===== src/rtl/adcr_pkg.sv =====
`default_nettype none
package adcr_pkg;
    // ==========================================
    // register word addresses
    localparam logic [7:0] ADDR_CTRL_0 = 8'h00;
    localparam logic [7:0] ADDR_CTRL_1 = 8'h04;
    localparam logic [7:0] ADDR_RES_HIGH = 8'h08;
    localparam logic [7:0] ADDR_RES_LOW = 8'h0c;
    localparam logic [7:0] ADDR_IRQ_FLAG = 8'h10;
    localparam logic [7:0] ADDR_IRQ_ENABLE = 8'h14;
    localparam logic [7:0] ADDR_IRQ_CLEAR = 8'h18;
    // ==========================================
    // field positions
    localparam int CTRL0_GO_BIT = 1;
    localparam int CTRL0_ON_BIT = 0;
    localparam int CTRL1_FMT_BIT = 7;
    localparam int IRQ_DONE_BIT = 6;
    localparam logic [7:0] CTRL0_MASK = 8'h7f;
    localparam logic [7:0] CTRL1_MASK = 8'hf7;
    localparam logic [7:0] IRQ_MASK = 8'h40;
    // ==========================================
    // reset values
    localparam logic [7:0] CTRL0_RST = 8'h00;
    localparam logic [7:0] CTRL1_RST = 8'h00;
    localparam logic [7:0] RES_RST = 8'h00;
    // ==========================================
    // conversion timing: eleven bit periods per conversion
    localparam int CONV_TICKS = 11;
    localparam logic [4:0] CONV_TICKS_M1 = 5'h0a;

    typedef enum logic [0:0] {
        ST_IDLE = 1'b0,
        ST_CONV = 1'b1
    } adcr_state_t;

    typedef struct packed {
        logic [31:0] haddr;
        logic [1:0] htrans;
        logic hwrite;
        logic [2:0] hsize;
        logic hsel;
        logic hready;
    } adcr_ahb_req_t;

    typedef struct packed {
        adcr_state_t st;
        logic [4:0] cnt;
        logic [7:0] ctrl0;
        logic [7:0] ctrl1;
        logic [7:0] res_high;
        logic [7:0] res_low;
        logic [7:0] irq_flag;
        logic [7:0] irq_en;
        logic dp_wr;
        logic [7:0] dp_addr;
        logic [31:0] rdata;
        logic sample_req;
    } adcr_state_s_t;

    // justify a 10-bit result into {high, low}
    function automatic logic [15:0] adcr_justify(input logic [9:0] res, input logic right);
        if (right)
            adcr_justify = {6'h00, res};
        else
            adcr_justify = {res, 6'h00};
    endfunction
endpackage
`default_nettype wire


===== src/rtl/adcr_regs.sv =====
// Functional notes
// - format 0 puts result bits 9..2 in high byte bits 7..0.
// - format 0 puts result bits 1..0 in low byte bits 7..6, rest zero.
// - format 1 puts result bits 9..8 in high byte bits 1..0, rest zero.
// - format 1 puts result bits 7..0 in low byte.
// - result bytes read/write; hold value, loaded only by writes or completion.
// - control 0: channel bits 6..2, start/done bit 1, enable bit 0, bit 7 zero.
// - control 1: format 7, clock 6..4, nref 2, pref 1..0, bit 3 zero.
// - completion flag and its enable sit at bit 6 of flag/enable registers.
// - setting start/done begins conversion; hardware clears it at completion.
// - enable low disables converter and aborts conversions.
`default_nettype none
module adcr_regs
    import adcr_pkg::*;
(
    // clock and reset
    input wire logic clk_i,
    input wire logic nrst_i,
    input wire logic ce_i,
    // ahb-lite slave
    input wire logic hsel_i,
    input wire logic [31:0] haddr_i,
    input wire logic [1:0] htrans_i,
    input wire logic hwrite_i,
    input wire logic [2:0] hsize_i,
    input wire logic [31:0] hwdata_i,
    input wire logic hready_i,
    output logic [31:0] hrdata_o,
    output logic hreadyout_o,
    output logic hresp_o,
    // converter core
    input wire logic [9:0] conv_result_i,
    output logic [4:0] channel_sel_o,
    output logic converter_enable_o,
    output logic [2:0] conv_clock_sel_o,
    output logic neg_ref_sel_o,
    output logic [1:0] pos_ref_sel_o,
    output logic sample_o,
    // interrupt
    output logic irq_o
);
    // ==========================================
    // state
    adcr_state_s_t s, next_s;
    adcr_ahb_req_t req;
    logic [7:0] wbyte;
    logic [15:0] just;

    assign req = '{haddr: haddr_i, htrans: htrans_i, hwrite: hwrite_i, hsize: hsize_i, hsel: hsel_i,
                   hready: hready_i};
    assign wbyte = hwdata_i[7:0];
    assign just = adcr_justify(conv_result_i, s.ctrl1[CTRL1_FMT_BIT]);

    // ==========================================
    // next state
    always_comb
    begin
        next_s = s;
        next_s.sample_req = 1'b0;
        // address phase capture
        next_s.dp_wr = 1'b0;
        if (req.hsel && req.hready && req.htrans[1])
        begin
            next_s.dp_wr = req.hwrite;
            next_s.dp_addr = req.haddr[7:0];
            next_s.rdata = 32'h0000_0000;
            if (!req.hwrite)
            begin
                unique case (req.haddr[7:0])
                    ADDR_CTRL_0: next_s.rdata = {24'h000000, s.ctrl0 & CTRL0_MASK};
                    ADDR_CTRL_1: next_s.rdata = {24'h000000, s.ctrl1 & CTRL1_MASK};
                    ADDR_RES_HIGH: next_s.rdata = {24'h000000, s.res_high};
                    ADDR_RES_LOW: next_s.rdata = {24'h000000, s.res_low};
                    ADDR_IRQ_FLAG: next_s.rdata = {24'h000000, s.irq_flag};
                    ADDR_IRQ_ENABLE: next_s.rdata = {24'h000000, s.irq_en};
                    default: next_s.rdata = 32'h0000_0000;
                endcase
            end
        end
        // data phase writes
        if (s.dp_wr)
        begin
            unique case (s.dp_addr)
                ADDR_CTRL_0: next_s.ctrl0 = wbyte & CTRL0_MASK;
                ADDR_CTRL_1: next_s.ctrl1 = wbyte & CTRL1_MASK;
                ADDR_RES_HIGH: next_s.res_high = wbyte;
                ADDR_RES_LOW: next_s.res_low = wbyte;
                ADDR_IRQ_ENABLE: next_s.irq_en = wbyte & IRQ_MASK;
                ADDR_IRQ_CLEAR: next_s.irq_flag = s.irq_flag & ~(wbyte & IRQ_MASK);
                default: ;
            endcase
        end
        // conversion sequencer
        unique case (s.st)
            ST_IDLE:
            begin
                if (next_s.ctrl0[CTRL0_GO_BIT] && next_s.ctrl0[CTRL0_ON_BIT])
                begin
                    next_s.st = ST_CONV;
                    next_s.cnt = CONV_TICKS_M1;
                    next_s.sample_req = 1'b1;
                end
                else
                    next_s.ctrl0[CTRL0_GO_BIT] = 1'b0;
            end
            ST_CONV:
            begin
                if (!next_s.ctrl0[CTRL0_ON_BIT] || !next_s.ctrl0[CTRL0_GO_BIT])
                begin
                    next_s.st = ST_IDLE;
                    next_s.ctrl0[CTRL0_GO_BIT] = 1'b0;
                end
                else if (s.cnt == 5'h00)
                begin
                    next_s.st = ST_IDLE;
                    next_s.res_high = just[15:8];
                    next_s.res_low = just[7:0];
                    next_s.ctrl0[CTRL0_GO_BIT] = 1'b0;
                    next_s.irq_flag[IRQ_DONE_BIT] = 1'b1;
                end
                else
                    next_s.cnt = s.cnt - 5'h01;
            end
        endcase
    end

    // ==========================================
    // registers
    always_ff @(posedge clk_i or negedge nrst_i)
    begin
        if (!nrst_i)
        begin
            s <= '{st: ST_IDLE, cnt: 5'h00, ctrl0: CTRL0_RST, ctrl1: CTRL1_RST, res_high: RES_RST,
                   res_low: RES_RST, irq_flag: 8'h00, irq_en: 8'h00, dp_wr: 1'b0, dp_addr: 8'h00,
                   rdata: 32'h0000_0000, sample_req: 1'b0};
        end
        else if (ce_i)
        begin
            s <= next_s;
        end
    end

    // ==========================================
    // outputs
    assign hrdata_o = s.rdata;
    assign hreadyout_o = 1'b1;
    assign hresp_o = 1'b0;
    assign channel_sel_o = s.ctrl0[6:2];
    assign converter_enable_o = s.ctrl0[CTRL0_ON_BIT];
    assign conv_clock_sel_o = s.ctrl1[6:4];
    assign neg_ref_sel_o = s.ctrl1[2];
    assign pos_ref_sel_o = s.ctrl1[1:0];
    assign sample_o = s.sample_req;
    assign irq_o = |(s.irq_flag & s.irq_en);

    // ==========================================
    // checks
    done_loads_a: assert property (@(posedge clk_i) disable iff (!nrst_i)
        (ce_i && s.st == ST_CONV && s.cnt == 5'h00 && s.ctrl0[0] && s.ctrl0[1] && !s.dp_wr)
        |=> (s.res_high == $past(just[15:8]) && s.res_low == $past(just[7:0]) && !s.ctrl0[1] && s.irq_flag[6]))
        else $error("completion did not load result");

    left_high_a: assert property (@(posedge clk_i) disable iff (!nrst_i)
        !s.ctrl1[7]
        |-> just[15:8] == conv_result_i[9:2])
        else $error("left high byte wrong");

    left_low_a: assert property (@(posedge clk_i) disable iff (!nrst_i)
        !s.ctrl1[7]
        |-> just[7:0] == {conv_result_i[1:0], 6'h00})
        else $error("left low byte wrong");

    right_high_a: assert property (@(posedge clk_i) disable iff (!nrst_i)
        s.ctrl1[7]
        |-> just[15:8] == {6'h00, conv_result_i[9:8]})
        else $error("right high byte wrong");

    right_low_a: assert property (@(posedge clk_i) disable iff (!nrst_i)
        s.ctrl1[7]
        |-> just[7:0] == conv_result_i[7:0])
        else $error("right low byte wrong");

    result_hold_a: assert property (@(posedge clk_i) disable iff (!nrst_i)
        (s.st == ST_IDLE && !s.dp_wr)
        |=> $stable(s.res_high) && $stable(s.res_low))
        else $error("result changed without cause");

    ctrl_unimpl_a: assert property (@(posedge clk_i) disable iff (!nrst_i)
        !s.ctrl0[7]
        && !s.ctrl1[3])
        else $error("unimplemented bit set");

    conv_length_a: assert property (@(posedge clk_i) disable iff (!nrst_i)
        ($rose(s.st == ST_CONV) && ce_i)
        |-> ##[1:20] (s.st == ST_IDLE || !ce_i))
        else $error("conversion too long");

    off_idle_a: assert property (@(posedge clk_i) disable iff (!nrst_i)
        (ce_i && !s.dp_wr && !s.ctrl0[0])
        |=> s.st == ST_IDLE && !s.ctrl0[1])
        else $error("converter ran while disabled");

    irq_level_a: assert property (@(posedge clk_i) disable iff (!nrst_i)
        irq_o
        == (s.irq_flag[6] && s.irq_en[6]))
        else $error("interrupt level wrong");

    bus_okay_a: assert property (@(posedge clk_i) disable iff (!nrst_i)
        hreadyout_o
        && !hresp_o)
        else $error("bus not ready or not okay");

    rd_upper_a: assert property (@(posedge clk_i) disable iff (!nrst_i)
        1'b1
        |-> hrdata_o[31:8] == 24'h000000)
        else $error("upper read data not zero");

    rd_ctrl0_a: assert property (@(posedge clk_i) disable iff (!nrst_i)
        (ce_i && hsel_i && hready_i && htrans_i[1] && !hwrite_i && haddr_i[7:0] == ADDR_CTRL_0)
        |=> hrdata_o[7:0] == {1'b0, $past(s.ctrl0[6:0])})
        else $error("control 0 read wrong");

    rd_ctrl1_a: assert property (@(posedge clk_i) disable iff (!nrst_i)
        (ce_i && hsel_i && hready_i && htrans_i[1] && !hwrite_i && haddr_i[7:0] == ADDR_CTRL_1)
        |=> !hrdata_o[3] && hrdata_o[7:4] == $past(s.ctrl1[7:4]) && hrdata_o[2:0] == $past(s.ctrl1[2:0]))
        else $error("control 1 read wrong");

    rd_high_a: assert property (@(posedge clk_i) disable iff (!nrst_i)
        (ce_i && hsel_i && hready_i && htrans_i[1] && !hwrite_i && haddr_i[7:0] == ADDR_RES_HIGH)
        |=> hrdata_o[7:0] == $past(s.res_high))
        else $error("high result read wrong");

    rd_low_a: assert property (@(posedge clk_i) disable iff (!nrst_i)
        (ce_i && hsel_i && hready_i && htrans_i[1] && !hwrite_i && haddr_i[7:0] == ADDR_RES_LOW)
        |=> hrdata_o[7:0] == $past(s.res_low))
        else $error("low result read wrong");

    rd_flag_a: assert property (@(posedge clk_i) disable iff (!nrst_i)
        (ce_i && hsel_i && hready_i && htrans_i[1] && !hwrite_i && haddr_i[7:0] == ADDR_IRQ_FLAG)
        |=> hrdata_o[7:0] == $past(s.irq_flag))
        else $error("flag read wrong");

    clear_reads_a: assert property (@(posedge clk_i) disable iff (!nrst_i)
        (ce_i && hsel_i && hready_i && htrans_i[1] && !hwrite_i && haddr_i[7:0] == ADDR_IRQ_CLEAR)
        |=> hrdata_o == 32'h0000_0000)
        else $error("clear register read not zero");

    ctrl0_write_a: assert property (@(posedge clk_i) disable iff (!nrst_i)
        (ce_i && s.dp_wr && s.dp_addr == ADDR_CTRL_0)
        |=> channel_sel_o == $past(hwdata_i[6:2]) && converter_enable_o == $past(hwdata_i[0]))
        else $error("control 0 write lost");

    ctrl1_write_a: assert property (@(posedge clk_i) disable iff (!nrst_i)
        (ce_i && s.dp_wr && s.dp_addr == ADDR_CTRL_1)
        |=> conv_clock_sel_o == $past(hwdata_i[6:4]) && neg_ref_sel_o == $past(hwdata_i[2])
            && pos_ref_sel_o == $past(hwdata_i[1:0]) && s.ctrl1[7] == $past(hwdata_i[7]) && !s.ctrl1[3])
        else $error("control 1 write lost");

    high_write_a: assert property (@(posedge clk_i) disable iff (!nrst_i)
        (ce_i && s.dp_wr && s.dp_addr == ADDR_RES_HIGH && s.st == ST_IDLE)
        |=> s.res_high == $past(hwdata_i[7:0]))
        else $error("high result write lost");

    low_write_a: assert property (@(posedge clk_i) disable iff (!nrst_i)
        (ce_i && s.dp_wr && s.dp_addr == ADDR_RES_LOW && s.st == ST_IDLE)
        |=> s.res_low == $past(hwdata_i[7:0]))
        else $error("low result write lost");

    sample_pulse_a: assert property (@(posedge clk_i) disable iff (!nrst_i)
        (ce_i && sample_o)
        |=> !sample_o)
        else $error("sample longer than one cycle");

    sample_start_a: assert property (@(posedge clk_i) disable iff (!nrst_i)
        $rose(s.st == ST_CONV)
        |-> sample_o)
        else $error("conversion began without sample");

    start_enable_a: assert property (@(posedge clk_i) disable iff (!nrst_i)
        (ce_i && s.st == ST_IDLE && !s.dp_wr && !(s.ctrl0[1] && s.ctrl0[0]))
        |=> s.st == ST_IDLE)
        else $error("conversion began unarmed");

    conv_armed_a: assert property (@(posedge clk_i) disable iff (!nrst_i)
        s.st == ST_CONV
        |-> s.ctrl0[1] && s.ctrl0[0])
        else $error("converting with start or enable low");

    idle_go_a: assert property (@(posedge clk_i) disable iff (!nrst_i)
        s.st == ST_IDLE
        |-> !s.ctrl0[1])
        else $error("start bit set while idle");

    cnt_range_a: assert property (@(posedge clk_i) disable iff (!nrst_i)
        s.st == ST_CONV
        |-> s.cnt <= CONV_TICKS_M1)
        else $error("countdown out of range");

    abort_keeps_a: assert property (@(posedge clk_i) disable iff (!nrst_i)
        (ce_i && s.st == ST_CONV && s.dp_wr && s.dp_addr == ADDR_CTRL_0 && !(hwdata_i[1] && hwdata_i[0]))
        |=> s.st == ST_IDLE && $stable(s.res_high) && $stable(s.res_low))
        else $error("abort loaded a result");

    set_wins_a: assert property (@(posedge clk_i) disable iff (!nrst_i)
        (ce_i && s.st == ST_CONV && s.cnt == 5'h00 && s.dp_wr && s.dp_addr == ADDR_IRQ_CLEAR)
        |=> s.irq_flag[6])
        else $error("clear beat completion flag");

    flag_clear_a: assert property (@(posedge clk_i) disable iff (!nrst_i)
        (ce_i && s.dp_wr && s.dp_addr == ADDR_IRQ_CLEAR && hwdata_i[6] && !(s.st == ST_CONV && s.cnt == 5'h00))
        |=> !s.irq_flag[6])
        else $error("flag not cleared");

    flag_bits_a: assert property (@(posedge clk_i) disable iff (!nrst_i)
        (s.irq_flag & ~IRQ_MASK) == 8'h00
        && (s.irq_en & ~IRQ_MASK) == 8'h00)
        else $error("flag or enable outside bit 6");

    enable_write_a: assert property (@(posedge clk_i) disable iff (!nrst_i)
        (ce_i && s.dp_wr && s.dp_addr == ADDR_IRQ_ENABLE)
        |=> s.irq_en[6] == $past(hwdata_i[6]))
        else $error("enable write lost");

    ce_freeze_a: assert property (@(posedge clk_i) disable iff (!nrst_i)
        !ce_i
        |=> $stable(s))
        else $error("state moved while clock enable low");
endmodule // adcr_regs
`default_nettype wire


===== config.mk =====
export PLATFORM = sky130hd
export DESIGN_NAME = adcr_regs
export DESIGN_NICKNAME = d
export VERILOG_FILES = /design/src/rtl/adcr_pkg.sv /design/src/rtl/adcr_regs.sv
export SDC_FILE = /design/constraint.sdc
export NUM_CORES = 1
export LEC_CHECK = 0
export ABC_AREA = 0
export BUFFER_PORTS_ARGS = -buffer_cell sky130_fd_sc_hd__buf_2
export CAP_MARGIN = 20
export CORE_UTILIZATION = 49
export DETAILED_ROUTE_END_ITERATION = 10
export PLACE_DENSITY = 0.87
export SLEW_MARGIN = 40
export SYNTH_ARGS = -nofsm -noshare
export SYNTH_HDL_FRONTEND = slang
export SYNTH_SLANG_ARGS = --single-unit

===== constraint.sdc =====
create_clock -name clk_i -period 2.4 [get_ports clk_i]
set_input_delay 0.24 -clock clk_i [delete_from_list [all_inputs] [get_ports clk_i]]
set_output_delay 0.24 -clock clk_i [all_outputs]
set_load 0.05 [all_outputs]

== Word level (Yosys, flattened, before mapping) ==
Index checks and enable logic that the tools add are counted.
W data, S select, Z words.
Operators by class
  $add $sub $neg: 1
  bitwise gates (word level): 4
  mux-type cells: 29
  reductions and logical operators: 16
  eq/ne operators: 13
Operators with widths (number)
  $mux W16: 4
  $pmux W8 S6: 1
  $mux W42: 1
  $mux W41: 1
  $eq A8 B4 Y1 const B: 4
  $eq A8 B5 Y1 const B: 4
  $mux W32: 1
  $mux W8: 4
  $eq A8 B3 Y1 const B: 2
  $logic_not A8 Y1: 2
  $pmux W6 S2: 1
  $reduce_and A3 Y1: 4
  $mux W1: 10
  $mux W5: 2
  $and A8 B7 Y8: 1
  $and A8 B8 Y8: 1
  $not A7 Y8: 1
  $reduce_or A8 Y1: 1
  $mux W7: 1
  $mux W6: 1
  $ne A2 B2 Y1 const B: 3
  $logic_not A5 Y1: 1
  $sub A5 B1 Y5 const B: 1
  $reduce_and A4 Y1: 1
  7 further kinds: 10
Storage, ports and cells
  word-level logic and storage cells: 77
  input port bits: 85
  output and inout bits: 48
  register bits: 87

== Longest topological paths before layout ==
  depth after elaboration: 8
  gate-level depth with buffers: 8
  gate-level depth less buffers: 7

== Worst setup path after synthesis ==
OpenSTA, ideal clock, no wires.
  path kind: flip-flop to flip-flop
  start point: reg s[40] (netlist bit)
  end point: reg s[66] (netlist bit)
  slack: 0.404 ns
  data required time: 2.331 ns
  data arrival time: 1.927 ns
  setup time: 0.069 ns
  path buffers: 2
  stages on the path, launching flop included: 8
  clock period less this slack: 1.996 ns
  cells stage by stage: dfrtp_1 > nor4_4 > and4b_1 > buf_4 > mux2_4 > buf_4 > o32a_1 > nand3_1
Between the ends
  longest elaborated chain between the ends: 7
  elaborated cells on any way between the ends: 11
  those cells by class: eq/ne (1); mux (6); reduce/logical (4)
Ends and longest elaborated chain
  start, declared: RTL line adcr_regs.sv:44  | adcr_state_s_t s, next_s;
  start signal, assigned: RTL line adcr_regs.sv:133  | s <= '{st: ST_IDLE, cnt: 5'h00, ctrl0: CTRL0_RST, ctrl1: CTRL1_RST, res_high: RES_RST,
  start signal, assigned: RTL line adcr_regs.sv:139  | s <= next_s;
  $logic_not A8 Y1: RTL line adcr_regs.sv:83  | unique case (s.dp_addr)
  $mux W2: RTL line adcr_regs.sv:83
  $mux W42 *: RTL line adcr_regs.sv:81  | if (s.dp_wr)
  $logic_not A1 Y1: RTL line adcr_regs.sv:108  | if (!next_s.ctrl0[CTRL0_ON_BIT] || !next_s.ctrl0[CTRL0_GO_BIT])
  $logic_or A1 B1 Y1: RTL line adcr_regs.sv:108
  $mux W16: RTL line adcr_regs.sv:108
  $mux W16 *: RTL line adcr_regs.sv:94  | unique case (s.st)
Every way passes the cells marked *; elsewhere a longest branch is shown, timed or not.
A chain may end at the register's enable or synchronous reset.

== Final worst setup path ==
  start point: reg s[40] (netlist bit)
  end point: reg s[65] (netlist bit)
Same word-level chain as after synthesis.

==> flow_results.org <==
** CTS
- Root Driver :: sky130_fd_sc_hd__clkbuf_8
- Gates resized during post-CTS repair numbered 0.
- The longest clock path from root to sink contains 2 buffers.
- Number of buffers added for setup after CTS :: 0
- Sink count of the clock tree :: between 50 and 60
- At the later pin of the worst-skew pair, clock insertion delay measures 320 ps.
- Post-CTS clock slew at the launch and capture registers of the worst setup and hold paths :: 110 ps
- TritonCTS built the clock tree.
- The H-tree was split into 2 levels.
- Buffers inserted to repair hold after CTS numbered 1.
- In this run, CTS created clock tree buffers numbering 5.

** Critical path
- Critical path fanouts, max :: 20
- The largest single stage delay on the critical path is ~470 ps.
- STA classifies the critical path startpoint as a flip-flop.
- Required @ worst endpoint :: about 2600 ps
- Reg-to-Reg Start :: s[40]
- For this design, the slowest cell found on the critical path is sky130_fd_sc_hd__and4b_1.
- Across all register-to-register paths, the minimum setup slack is roughly 180 ps.
- The setup path with the least slack is of type reg -> reg.
- FF-to-FF path depth :: 5
- Sequence of cells on the critical path :: nor4_4 > and4b_1 > mux2_4 > o32ai_1 > a2bb2oi_1
- In this run the critical register-to-register path is captured at s[65].
- Crit path capture type :: flip-flop
- For the worst setup path, the data arrival time is between 2000 and 2500 ps.

** STA
- Slew at the pin with the worst max-slew slack :: around 680 ps
- Across all hold checks on the routed design, the worst slack comes to approximately 160 ps.
- In the final timing run, aggregate negative setup slack is 0 ps.
- Time the final worst path needs with I/O delays and setup :: between 2000 and 2500 ps
- Max Clock Skew :: ~11 ps
- Final count of pins violating max slew :: 0
- The number of failing hold endpoints at the final stage was 0.
- Number of setup violations in the final report :: 0
- Final worst-path cycle share :: 0.9248
- Setup repair after global routing left no endpoint under its margin.
- Derived from the worst setup path, the maximum achievable clock frequency is 450.5 MHz.
- Worst relative slew slack :: 0.5489
- The worst path meets setup with 180.4 ps of slack.

** Synthesis
- sky130_fd_sc_hd__dfrtp_1 is the most common cell in the netlist.
- In this run, synthesis produced a sequential element count of 56.
- For this run, the number of Yosys warnings is 0.
- Synth Flop Type :: sky130_fd_sc_hd__dfrtp_1
- A synthesized cell averages roughly 10 um2.
- Top cells by instance count after synthesis :: sky130_fd_sc_hd__dfrtp_1, sky130_fd_sc_hd__buf_4, sky130_fd_sc_hd__mux2_2
- Largest cells by area after synthesis :: sky130_fd_sc_hd__dfrtp_1, sky130_fd_sc_hd__mux2_2, sky130_fd_sc_hd__buf_4
- Fraction of post-synthesis cell area in the top cell type by area :: 0.4262
- For this run, asynchronously set or reset flops after synthesis account for 1.000.
- Synthesized area :: roughly 3300 um2
- The synthesized netlist contains between 40 and 50 unique library cells.
- Counting every instance in the synthesized netlist gives roughly 320.
- Part of the Yosys area used for sequential elements :: 0.4262
- Count of flip-flops with a built-in enable after synthesis :: 0
- Cell type with the highest aggregate area in the netlist :: sky130_fd_sc_hd__dfrtp_1

** Worst hold path
- Hold Path Class :: in -> reg
- The worst hold path begins at haddr_i[0].
- For hold timing, the worst endpoint is s[33].
- Number of stages on the worst hold path :: 2

** Final layout
- Final non-filler cell total :: 430
- The area growth from synthesis to layout is 7.078%.
- In the final layout, the share of cells above drive strength 1 is 0.3173.
- Post-route cell area :: approximately 3500 um2
- Utilization after layout :: 0.5482
- At the end of the flow, the number of nets in the layout was around 440.
- Number of diodes :: 0

** Placement
- Post-DP HPWL :: a little under 5 mm
- Post-detailed-placement cell area :: between 3000 and 4000 um2
- Routability-driven placement finished with a final weighted congestion of about 0.83.
- After detailed placement, the design holds a cell count of 421.
- Buffers on Ports :: 54
- At the placement stage, the worst setup path has a slack of between 200 and 250 ps.

** Route
- Final wirelength :: between 6 and 7 mm
- Dividing the detail-routed wire length by the instance count gives about 16 um.
- The first TritonRoute pass finished after 7 iterations.
- In this run, the number of DRC markers left after iteration 0 of detailed routing was roughly 150.
- DRC violations left :: 11
- Using the TritonRoute via totals, the vias-per-cell ratio works out to between 5 and 6.
- In this run the remaining antenna-violating nets after routing total 0.
- Via count :: ~2,400

** Pwr
- The design draws 2.154 mW.
- Switching component of the power :: roughly 0.72 mW
- Maximum VDD drop :: about 0.25 mV
- Internal Dissipation :: ~1.4 mW
- The share of total power dissipated in sequential elements is 0.523.
- Of the total power, the share spent switching nets is 0.3343.
- Clock share of power :: 0.245
- Of the total power, combinational logic draws 0.232.
- Power spread over the standard cell area amounts to roughly 600 nW/um2.
- Leakage dissipation :: between 1.5 and 2 nW

** Run status
- Violated checks :: design-rule violations
- Result of the run :: finished, violations left

** Die
- In this run the vertical extent of the chip is 83.92 um.
- During I/O placement, the number of pins put on the boundary was between 100 and 150.
- Initial Util :: 0.5120
- Horizontal die dimension :: 83.92 um
- The die covers about 7000 um2.
- Area inside the core boundary :: ~6400 um2
- Row Count :: 29

** Global routing
- The via count of the first global-routing pass is between 2,000 and 2,500.
- Entering global routing, the biggest net connects 36 pins.
- The first global-routing pass estimated around 11 mm of wire.
- Tot GR Track Use :: 0.2062
- Total congestion overflow :: 0
- The number of antenna violations at the first check in global routing is 0.

** Run
- Max Cap Viol :: 0
## routing by layer
| layer | global-route usage | routed length, um | vias up |
|---|---|---|---|
| met5 | 0 | 0 | - |
| met4 | 0.06897 | 85 | 0 |
| met3 | 0.05341 | 411 | 9 |
| met2 | 0.3487 | 3411 | 74 |
| met1 | 0.2563 | 2840 | 1178 |
| li1 | - | - | 1133 |
## cell type report
cell class	count	area [um2]
clock buffers	6	72.57
clock inverters	2	16.27
fillers	569	2902
inverters	11	41.29
multi-input cells	215	1540
flip-flops and latches	56	1401
well taps	77	96.34
repair buffers	63	352.8
## power groups by stage
stage	Combinational [mW]	Sequential [mW]	Clock [mW]
final	0.499	1.13	0.528
after global routing	0.540	1.14	0.578
after CTS	0.501	1.13	0.544
after detailed placement	0.498	1.14	0
after global placement	0.482	1.14	0
after floorplan	0.429	1.13	0
## sequential cells by signal, indices dropped and copies added, names as in the netlist
| signal | count |
|---|---|
| neg_ref_sel_o | 1 |
| channel_sel_o | 5 |
| sample_o | 1 |
| s | 35 |
| pos_ref_sel_o | 2 |
| conv_clock_sel_o | 3 |
| converter_enable_o | 1 |
| hrdata_o | 8 |
## logic make-up after synthesis
kind of cell | Yosys count | share of synthesized area
simple gates | 93 | 0.1454
buf+inv | 69 | 0.1328
flops | 56 | 0.4262
mux | 50 | 0.1903
compound gates | 45 | 0.09932
other cells | 2 | 0.002284
fa+ha+maj | 1 | 0.003805
## worst max path at each step
stage / startpoint / endpoint / slack [ps] / cells after the start
after floorplan: s[40] / s[66] / 400 / 7
after global placement: s[40] / s[65] / 280 / 5
after detailed placement: s[40] / s[65] / 250 / 5
after CTS: s[40] / s[66] / 220 / 5
after global routing: s[40] / s[65] / 40 / 5
final: s[40] / s[65] / 180 / 5
## critical path: cells and delay by family (launching register included)
kind,cells,cell delay (ps)
AOI/OAI and AO/OA,2,390
DFF,1,430
muxes,1,440
and+or+nand+nor,2,830
## cells in the final DEF (no fill, tap or decap), types with 7 or more instances in the layout
master	n
sky130_fd_sc_hd__nand2_1	29
sky130_fd_sc_hd__mux2_1	8
sky130_fd_sc_hd__conb_1	26
sky130_fd_sc_hd__mux2_2	32
sky130_fd_sc_hd__buf_2	54
sky130_fd_sc_hd__a31oi_1	13
sky130_fd_sc_hd__nand3_1	16
sky130_fd_sc_hd__buf_4	7
sky130_fd_sc_hd__dfrtp_1	56
sky130_fd_sc_hd__nor2_1	19
sky130_fd_sc_hd__nand3b_1	7
sky130_fd_sc_hd__inv_1	11
sky130_fd_sc_hd__a22o_1	10
Note: power is estimated with default switching activity, not from simulation.
